### config.mk
export PLATFORM = sky130hd
export DESIGN_NAME = sbk_top
export DESIGN_NICKNAME = d
export VERILOG_FILES = /design/src/logic/sbk_bank_fsm.v /design/src/logic/sbk_top.v
export VERILOG_INCLUDE_DIRS = /design/src /design/src/logic
export SDC_FILE = /design/constraint.sdc
export NUM_CORES = 1
export LEC_CHECK = 0
export ABC_AREA = 1
export BUFFER_PORTS_ARGS = -buffer_cell sky130_fd_sc_hd__buf_2
export CAP_MARGIN = 20
export CORE_UTILIZATION = 42
export DETAILED_ROUTE_END_ITERATION = 10
export GPL_TIMING_DRIVEN = 1
export PLACE_DENSITY_LB_ADDON = 0.2
export SETUP_SLACK_MARGIN = 0.02
export SLEW_MARGIN = 0
export SYNTH_ARGS = -nofsm -noshare
export SYNTH_HDL_FRONTEND = slang
export SYNTH_SLANG_ARGS = --single-unit
### constraint.sdc
create_clock -name SYS_CLK -period 4.53 [get_ports SYS_CLK]
set_clock_uncertainty 0.05 [all_clocks]
set_input_delay 0.906 -clock SYS_CLK [delete_from_list [all_inputs] [get_ports SYS_CLK]]
set_output_delay 0.906 -clock SYS_CLK [all_outputs]
set_load 0.01 [all_outputs]
### src/logic/sbk_map.vh
// Purpose: Constants for the two-bank command state block.
// Assumes: Commands decoded from chip select, row, column and write strobes.
// Notes: Timing counts are whole cycles of the 250 MHz clock.
`ifndef SBK_MAP_VH
`define SBK_MAP_VH
`define SBK_CLK_PERIOD_NS 4
`define SBK_CLOSE_TO_IDLE_NS 15
`define SBK_OPEN_TO_COLUMN_NS 15
`define SBK_LAST_DATA_TO_CLOSE_NS 10
`define SBK_CYC(ns) (((ns) + `SBK_CLK_PERIOD_NS - 1) / `SBK_CLK_PERIOD_NS)
`define SBK_BURST_LEN 4'h4
`define SBK_BANK_SEL_BIT 4'hb
`define SBK_AUTOCLOSE_BIT 4'ha
`define SBK_CMD_DESELECT 3'h0
`define SBK_CMD_NO_OPERATION 3'h1
`define SBK_CMD_BURST_TERM 3'h2
`define SBK_CMD_READ 3'h3
`define SBK_CMD_STORE 3'h4
`define SBK_CMD_ROW_OPEN 3'h5
`define SBK_CMD_CLOSE 3'h6
`define SBK_CMD_OTHER 3'h7
`define SBK_ST_IDLE 3'h0
`define SBK_ST_ACTIVE 3'h1
`define SBK_ST_OPENING 3'h2
`define SBK_ST_CLOSING 3'h3
`define SBK_ST_WRITE 3'h4
`define SBK_ST_WRITE_AC 3'h5
`define SBK_ST_RECOVERY 3'h6
`define SBK_ST_READ 3'h7
`endif

### src/logic/sbk_bank_fsm.v
// Purpose: State machine of one bank for the post-write, open and close phases.
// Assumes: Commands arrive already decoded and qualified for this bank.
// Notes: Illegal commands in the opening, autoclose write, closing and recovery states are flagged and leave the state unchanged.
`timescale 1ns/1ps
`default_nettype none
`include "sbk_map.vh"
module sbk_bank_fsm #(
  parameter CW = 4,
  parameter [CW-1:0] T_CLOSE = `SBK_CYC(`SBK_CLOSE_TO_IDLE_NS),
  parameter [CW-1:0] T_OPEN = `SBK_CYC(`SBK_OPEN_TO_COLUMN_NS),
  parameter [CW-1:0] T_REC = `SBK_CYC(`SBK_LAST_DATA_TO_CLOSE_NS),
  parameter [CW-1:0] BURST = `SBK_BURST_LEN
) (
  // Clock and reset.
  input  wire       clk,
  input  wire       srst,
  // Decoded command.
  input  wire       sel,
  input  wire [2:0] cmd,
  input  wire       autoclose,
  // Bank state and error pulse.
  output reg  [2:0] state_reg,
  output reg        illegal_reg
);
  reg [2:0]    state_next;
  reg [CW-1:0] cnt_reg;
  reg [CW-1:0] cnt_next;
  reg          bad;
  wire         idle_cmd = (cmd == `SBK_CMD_DESELECT) || (cmd == `SBK_CMD_NO_OPERATION);
  wire         soft_cmd = idle_cmd || (cmd == `SBK_CMD_BURST_TERM);
  wire         done = (cnt_reg <= 4'h1);
  wire [CW-1:0] dec = cnt_reg - 4'h1;

  always @*
  begin
    state_next = state_reg;
    cnt_next = done ? cnt_reg : dec;
    bad = 1'b0;
    case (state_reg)
      `SBK_ST_IDLE:
      begin
        if (sel && cmd == `SBK_CMD_ROW_OPEN)
        begin
          state_next = `SBK_ST_OPENING;
          cnt_next = T_OPEN;
        end
      end
      `SBK_ST_OPENING:
      begin
        if (sel && !soft_cmd)
          bad = 1'b1;
        if (done)
          state_next = `SBK_ST_ACTIVE;
      end
      `SBK_ST_ACTIVE:
      begin
        if (sel && cmd == `SBK_CMD_STORE)
        begin
          state_next = autoclose ? `SBK_ST_WRITE_AC : `SBK_ST_WRITE;
          cnt_next = BURST;
        end
        else if (sel && cmd == `SBK_CMD_READ)
        begin
          state_next = `SBK_ST_READ;
          cnt_next = BURST;
        end
        else if (sel && cmd == `SBK_CMD_CLOSE)
        begin
          state_next = `SBK_ST_CLOSING;
          cnt_next = T_CLOSE;
        end
      end
      `SBK_ST_WRITE, `SBK_ST_READ:
      begin
        if (done)
        begin
          state_next = (state_reg == `SBK_ST_WRITE) ? `SBK_ST_RECOVERY : `SBK_ST_ACTIVE;
          cnt_next = T_REC;
        end
      end
      `SBK_ST_WRITE_AC:
      begin
        if (sel && !idle_cmd)
          bad = 1'b1;
        if (done)
        begin
          // Recovery and close are folded into one wait; the close follows unasked.
          state_next = `SBK_ST_CLOSING;
          cnt_next = T_REC + T_CLOSE;
        end
      end
      `SBK_ST_CLOSING:
      begin
        if (sel && !soft_cmd && cmd != `SBK_CMD_CLOSE)
          bad = 1'b1;
        if (done)
          state_next = `SBK_ST_IDLE;
      end
      `SBK_ST_RECOVERY:
      begin
        if (sel && cmd == `SBK_CMD_READ)
        begin
          state_next = `SBK_ST_READ;
          cnt_next = BURST;
        end
        else if (sel && cmd == `SBK_CMD_STORE)
        begin
          state_next = autoclose ? `SBK_ST_WRITE_AC : `SBK_ST_WRITE;
          cnt_next = BURST;
        end
        else if (sel && !soft_cmd)
          bad = 1'b1;
        else if (done)
          state_next = `SBK_ST_ACTIVE;
      end
      default:
        state_next = `SBK_ST_IDLE;
    endcase
    if (bad)
      state_next = state_reg;
  end

  always @(posedge clk)
  begin
    if (srst)
    begin
      state_reg <= `SBK_ST_IDLE;
      cnt_reg <= {CW{1'b0}};
      illegal_reg <= 1'b0;
    end
    else
    begin
      state_reg <= state_next;
      cnt_reg <= cnt_next;
      illegal_reg <= bad;
    end
  end
endmodule // sbk_bank_fsm
`default_nettype wire

### src/logic/sbk_top.v
// Purpose: Command decode and two bank state machines of a two-bank DRAM.
// Assumes: Strobes are active low and synchronous to SYS_CLK.
// Notes: Bursts and data are not modelled; a fixed burst length stands in.
`timescale 1ns/1ps
`default_nettype none
`include "sbk_map.vh"
module sbk_top #(
  parameter BANK_SEL_BIT = `SBK_BANK_SEL_BIT,
  parameter AUTOCLOSE_BIT = `SBK_AUTOCLOSE_BIT
) (
  // Clock and reset.
  input  wire        SYS_CLK,
  input  wire        SRST,
  // Command strobes.
  input  wire        CS_N,
  input  wire        RAS_N,
  input  wire        CAS_N,
  input  wire        WE_N,
  input  wire [11:0] ADDR,
  // Bank states and error pulses.
  output wire [2:0]  BANK0_STATE,
  output wire [2:0]  BANK1_STATE,
  output wire        ILLEGAL0,
  output wire        ILLEGAL1
);
  reg  [2:0] cmd;
  wire       bank_select_bit = ADDR[BANK_SEL_BIT];
  wire       autoclose = ADDR[AUTOCLOSE_BIT];

  // Inputs are used only at the rising edge, inside the bank flops.
  always @*
  begin
    if (CS_N)
      cmd = `SBK_CMD_DESELECT;
    else
      case ({RAS_N, CAS_N, WE_N})
        3'h7: cmd = `SBK_CMD_NO_OPERATION;
        3'h6: cmd = `SBK_CMD_BURST_TERM;
        3'h5: cmd = `SBK_CMD_READ;
        3'h4: cmd = `SBK_CMD_STORE;
        3'h3: cmd = `SBK_CMD_ROW_OPEN;
        3'h2: cmd = `SBK_CMD_CLOSE;
        default: cmd = `SBK_CMD_OTHER;
      endcase
  end

  // A bank-wide close-all targets both; refresh and config hit both too.
  wire all_banks = (cmd == `SBK_CMD_OTHER) || (cmd == `SBK_CMD_CLOSE && autoclose);

  sbk_bank_fsm u_bank0 (
    .clk         (SYS_CLK),
    .srst        (SRST),
    .sel         (!bank_select_bit || all_banks),
    .cmd         (cmd),
    .autoclose   (autoclose),
    .state_reg   (BANK0_STATE),
    .illegal_reg (ILLEGAL0)
  );

  sbk_bank_fsm u_bank1 (
    .clk         (SYS_CLK),
    .srst        (SRST),
    .sel         (bank_select_bit || all_banks),
    .cmd         (cmd),
    .autoclose   (autoclose),
    .state_reg   (BANK1_STATE),
    .illegal_reg (ILLEGAL1)
  );
endmodule // sbk_top
`default_nettype wire
* Word level (Yosys, flattened, before mapping)
Index checks and enable logic that the tools add are counted.
** Operators by class
- Add/sub/neg operators :: 2
- Order comparisons :: 2
- Equal/unequal tests :: 40
- Mux-type cells :: 61
- Bitwise gates (word level) :: 2
- Reduce and logical (&&, ||, !) cells :: 30
** Operators by type and width (number)
- $mux W3 :: 25
- $mux W4 :: 18
- $eq A3 B3 Y1 const B :: 16
- $pmux W3 S7 :: 2
- $pmux W4 S5 :: 2
- $eq A3 B2 Y1 const B :: 8
- $pmux W3 S6 :: 1
- $ne A2 B1 Y1 const B :: 8
- $logic_and A1 B1 Y1 :: 15
- $reduce_and A7 Y1 :: 2
- $mux W1 :: 11
- $eq A3 B1 Y1 const B :: 3
- $logic_not A3 Y1 :: 3
- $le A4 B1 Y1 const B :: 2
- $ne A4 B1 Y1 const B :: 2
- $ne A4 B4 Y1 const B :: 2
- $pmux W1 S4 :: 2
- $sub A4 B1 Y4 const B :: 2
- $logic_or A1 B1 Y1 :: 5
- $reduce_or A2 Y1 :: 2
- $logic_not A1 Y1 :: 3
- $ne A3 B3 Y1 const B :: 1
- $not A1 Y1 :: 2
** Storage, ports and cells
- Flip-flop bits (word level) :: 16
- Bits of input ports :: 18
- Output and inout port bits :: 8
- Logic and storage cells :: 143

* Longest topological paths before layout
- Word-level depth :: 14
- Gate-level depth with buffers :: 14
- Depth with buffers taken out :: 14

* Modules after synthesis
A second synthesis with hierarchy kept.
** Unflattened totals
- Cells, all modules :: 277
- Area total of the unflattened synthesis :: 1549.0 um2
** Modules (own cells, without submodules)
- sbk_bank_fsm (u_bank0) :: times used 1, cells an instance 135, area each 762.0 um2, sequential area each 160.2 um2
- sbk_bank_fsm (u_bank1) :: times used 1, cells an instance 124, area each 711.9 um2, sequential area each 160.2 um2
- sbk_top :: times used 1, cells an instance 18, area each 75.1 um2, sequential area each 0.0 um2

* Worst setup path before layout
Ideal clock, no wire load.
- Path kind :: in2reg
- From :: input RAS_N
- To :: register u_bank0.cnt_reg[1]
- Data arrival time :: 1.930 ns
- Data required time :: 4.370 ns
- Path slack :: 2.440 ns
- Stages :: 9
- Path buffers :: 0
- Cells stage by stage :: inv_1 -> nand3_2 -> a31oi_1 -> nor2_1 -> nand2_4 -> nand4_1 -> or2_1 -> nand3_1 -> inv_1
** Between the ends
- Longest elaborated chain between the ends :: 12
- Elaborated cells between the ends (all ways) :: 27
- Those cells by class :: eq/ne (11); mux (9); reduce/logical (7)
** RTL lines
- start, declared :: line sbk_top.v:16 : input wire RAS_N,
- $eq A3 B2 Y1 or $eq A3 B3 Y1 (tied branches) :: line sbk_top.v:36 : case ({RAS_N, CAS_N, WE_N})
- $pmux W3 S6 (*) :: line sbk_top.v:36
- $mux W3 (*) :: line sbk_top.v:33 : if (CS_N)
- $eq A3 B3 Y1 (no source line)
- $logic_and A1 B1 Y1 :: line sbk_top.v:48 : wire all_banks = (cmd == `SBK_CMD_OTHER) || (cmd == `SBK_CMD_CLOSE && autoclose);
- $logic_or A1 B1 Y1 :: line sbk_top.v:48
- $logic_or A1 B1 Y1 :: line sbk_top.v:53 : .sel (!bank_select_bit || all_banks),
- $logic_and A1 B1 Y1 (no source line)
- $mux W4 :: line sbk_bank_fsm.v:67 : else if (sel && cmd == `SBK_CMD_CLOSE)
- $mux W4 :: line sbk_bank_fsm.v:62 : else if (sel && cmd == `SBK_CMD_READ)
- $mux W4 :: line sbk_bank_fsm.v:57 : if (sel && cmd == `SBK_CMD_STORE)
- $pmux W4 S5 (*) :: line sbk_bank_fsm.v:39 : case (state_reg)
- end signal, assigned :: line sbk_bank_fsm.v:128 : cnt_reg <= {CW{1'b0}};
- end signal, assigned :: line sbk_bank_fsm.v:134 : cnt_reg <= cnt_next;
- end, declared :: line sbk_bank_fsm.v:26 : reg [CW-1:0] cnt_reg;
Mark *: on every way between the ends. The rest lies on a longest branch, timed or not.
A chain may end at the register's enable or synchronous reset.

* Final worst setup path
- From :: register u_bank1.cnt_reg[0]
- To :: register u_bank1.cnt_reg[2]
** Between the ends
- Longest elaborated chain between the ends :: 6
- Elaborated cells between the ends (all ways) :: 12
- Those cells by class :: add/sub (1); order compare (1); mux (10)
** RTL lines
- start, declared :: line sbk_bank_fsm.v:26
- start signal, assigned :: line sbk_bank_fsm.v:128
- start signal, assigned :: line sbk_bank_fsm.v:134
- $sub A4 B1 Y4 or $le A4 B1 Y1 (tied branches) :: line sbk_bank_fsm.v:32, sbk_bank_fsm.v:31
- $mux W4 :: line sbk_bank_fsm.v:37 : cnt_next = done ? cnt_reg : dec;
- $mux W4 :: line sbk_bank_fsm.v:67
- $mux W4 :: line sbk_bank_fsm.v:62
- $mux W4 :: line sbk_bank_fsm.v:57
- $pmux W4 S5 (*) :: line sbk_bank_fsm.v:39
Marked as above.

==> metrics.md <==
| Metric | Value |
|---|---|
| Initial core utilization | 44.59% |
| DR DRC count | 0 |
| Total vias in the final route | 1,715 |
| Unique masters post-synth | 38 |
| Ys flop type | dfxtp_1 |
| Crit Path Max Fanout | 12 |
| HPWL Detailed | 3095 um |
| DIE HEIGHT | 65.04 um |
| # hold bufs at CTS | 0 |
| Cell with the most instances after synthesis | nand2_1 |
| Setup_tns | 0 ns |
| Post-synth EDFFs | 0 |
| R2R Setup Slk | 2.30 ns |
| Vias per cell | 5.104 |
| Final nets | 314 |
| First-pass GRT wire length | 6651 um |
| Net count after synthesis | 300 |
| Sequential area share after synthesis | 19.19% |
| Setup CP Type | register to register |
| WP buf/inv | 2 |
| Resized cells post-CTS | 0 |
| Most frequent CP cell | inv_1 |
| Slew headroom | 39.33% |
| Finished Cell Area | 1815 um2 |
| Antenna viol nets, final | 0 |
| CP top delay family | compound AO/OA/AOI/OAI gates |
| I/O Pins | 26 |
| Power share of the combinational group | 62.3% |
| Power Internal | 430.9 uW |
| Total wire length | 3819 um |
| RSZ-0062 raised after global routing | no |
| Final Setup Violations | 0 |
| Final hold vios | 0 |
| WHS Endpoint | u_bank0.state_reg[0] |
| Static Leak | 0.9097 nW |
| Async set-reset flop share out of synthesis | 0% |
| Critical Path AT | 2.37 ns |
| Sw Pwr | 433.2 uW |
| Largest net degree at the start of global routing | 14 |
| Row cnt | 22 |
| Wire length per cell | 11.37 um |
| Initial DRC Count | 84 |
| Slew @ Worst Pin | 0.9060 ns |
| CTS tree | done |
| Clock Path Buffers | 2 |
| GRT Util Overall | 19.82% |
| Die width | 65.04 um |
| Finished Core Util | 48.50% |
| Crit path largest cell delay | 0.73 ns |
| Die area | 4230 um2 |
| Maximum clock frequency | 448.2 MHz |
| Yosys top cell area share | 19.19% |
| Seq cells post-synth | 16 |
| Initial antenna violation count | 0 |
| Fill count | 411 |
| CTS Buf Count | 3 |
| DR pass1 iterations | 4 |
| Hold path start | u_bank0.state_reg[0] |
| CTS Sinks | 16 |
| Mapped Cells | 276 |
| Reg-to-reg endpoint | u_bank1.cnt_reg[2] |
| Synth top cells by count | nand2_1, inv_1, nor2_1 |
| Area grow syn2layout | 8.771% |
| H-tree lvl count | 1 |
| Period utilization | 49.25% |
| Switching Fraction | 50.13% |
| Slowest cell on crit path | o211ai_1 |
| Synth Warn # | 0 |
| CP Capture Type | register |
| Max-slew violations | 0 |
| CTS clk-pin slew, worst paths | 0.06 ns |
| Seq pwr share | 25.9% |
| Clock Latency Late Sink | 0.24 ns |
| Status | finished clean |
| Worst hold path type | register to register |
| Vias in the first global route | 1,498 |
| Placed cell area | 1774 um2 |
| Worst-path cell chain | inv_1, ha_1, o211ai_1, nand2_1, o31ai_1, nand3_1, nand4_1, o21ai_1, inv_1 |
| Post-CTS Setup Repair Bufs | 0 |
| VDD IR-drop max | 0.1392 mV |
| Worst Hold Path Cells | 2 |
| Crit path time final | 2.231 ns |
| Gpl congestion | 0.8751 |
| Required time of the critical path | 4.67 ns |
| FF-to-FF path depth | 9 |
| Clock Tree Root | clkbuf_8 |
| Ranking of synthesized cells by area | dfxtp_1, nand2_1, inv_1 |
| Clock power frac | 11.8% |
| Grt total ovfl | 0 |
| Layout cells sized above 1 | 18.06% |
| Reg2Reg Launch Point | u_bank1.cnt_reg[0] |
| Ant diodes | 0 |
| Maxcap violations | 0 |
| Worst setup SP type | register |
| Yosys top cell by area | dfxtp_1 |
| Syn Area/Cell | 6.047 um2 |
| Core Area | 3744 um2 |
| Pwr per Cell Area | 476.0 nW/um2 |
| Buffers on Ports | 15 |
| Mapped Area | 1669 um2 |
==> worst min-delay path, cell delays in order, from the launching register on <==
cell	delay [ns]
dfxtp_1	0.36
nand2_1	0.10
a21oi_2	0.05
==> cells by family (layout without fill, tap and decap cells) <==
family	Yosys count	in the layout	share of synthesized area, %
buf+inv	48	60	11.24
xor+xnor	2	2	1.050
flops	16	16	19.19
fa+ha+maj	6	6	4.498
compound gates	49	49	18.89
simple gates	155	155	45.13
==> power by group through the flow <==
stage	combinational (mW)	clock [mW]	sequential, mW
finish	0.538	0.102	0.224
global route	0.628	0.111	0.229
CTS	0.542	0.104	0.223
detailed placement	0.540	0	0.226
global placement	0.534	0	0.224
floorplan	0.445	0	0.206
==> per-stage QoR <==
stage / setup slack [ns] / hold WS [ns] / total power [mW] / cells
after floorplan: 2.440 / 0.4982 / 0.6508 / 276
after global placement: 2.050 / 0.4931 / 0.7583 / 333
after detailed placement: 2.038 / 0.5048 / 0.7664 / 333
after CTS: 2.261 / 0.5134 / 0.8698 / 336
after global routing: 1.971 / 0.5366 / 0.9686 / 336
final: 2.299 / 0.5084 / 0.8641 / 336
==> layout make-up <==
type                       count  area [um2]  area share, %
tap                           48       60.06          3.308
multi-input combinational    212        1161          63.96
clock buffer                   3       41.29          2.274
sequential                    16       320.3          17.64
timing repair buffer          15       75.07          4.135
inverter                      42       157.7          8.684
==> how the worst max path moves through the flow <==
stage | start | endpoint | slack (ns) | cells after the start
after floorplan | RAS_N | u_bank0.cnt_reg[1] | 2.44 | 9
after global placement | RAS_N | u_bank0.cnt_reg[1] | 2.05 | 10
after detailed placement | RAS_N | u_bank0.cnt_reg[1] | 2.04 | 10
after CTS | u_bank1.cnt_reg[0] | u_bank1.cnt_reg[2] | 2.26 | 9
after global routing | u_bank1.cnt_reg[0] | u_bank1.cnt_reg[2] | 1.97 | 9
final | u_bank1.cnt_reg[0] | u_bank1.cnt_reg[2] | 2.30 | 9
==> layer usage <==
metal,vias to the layer above,share of wire [%],GRT usage [%]
li1,917,-,-
met1,765,52,27.86
met2,29,44,32.42
met3,4,3.1,1.585
met4,0,1.0,4.891
met5,-,0,0
==> placed cells by master (no fill, tap or decap), types with 3 or more instances in the layout <==
cell	instances
nand2_1	76
inv_1	38
nor2_1	27
nand3_1	21
a21oi_1	18
dfxtp_1	16
buf_2	15
o21ai_0	10
ha_1	6
nand2_2	5
inv_2	4
nand3_2	4
nand4_1	4
a21oi_2	4
o211ai_1	3
nor2_2	3
o21ai_1	3
clkbuf_8	3
Note: power is estimated with default switching activity, not from simulation.
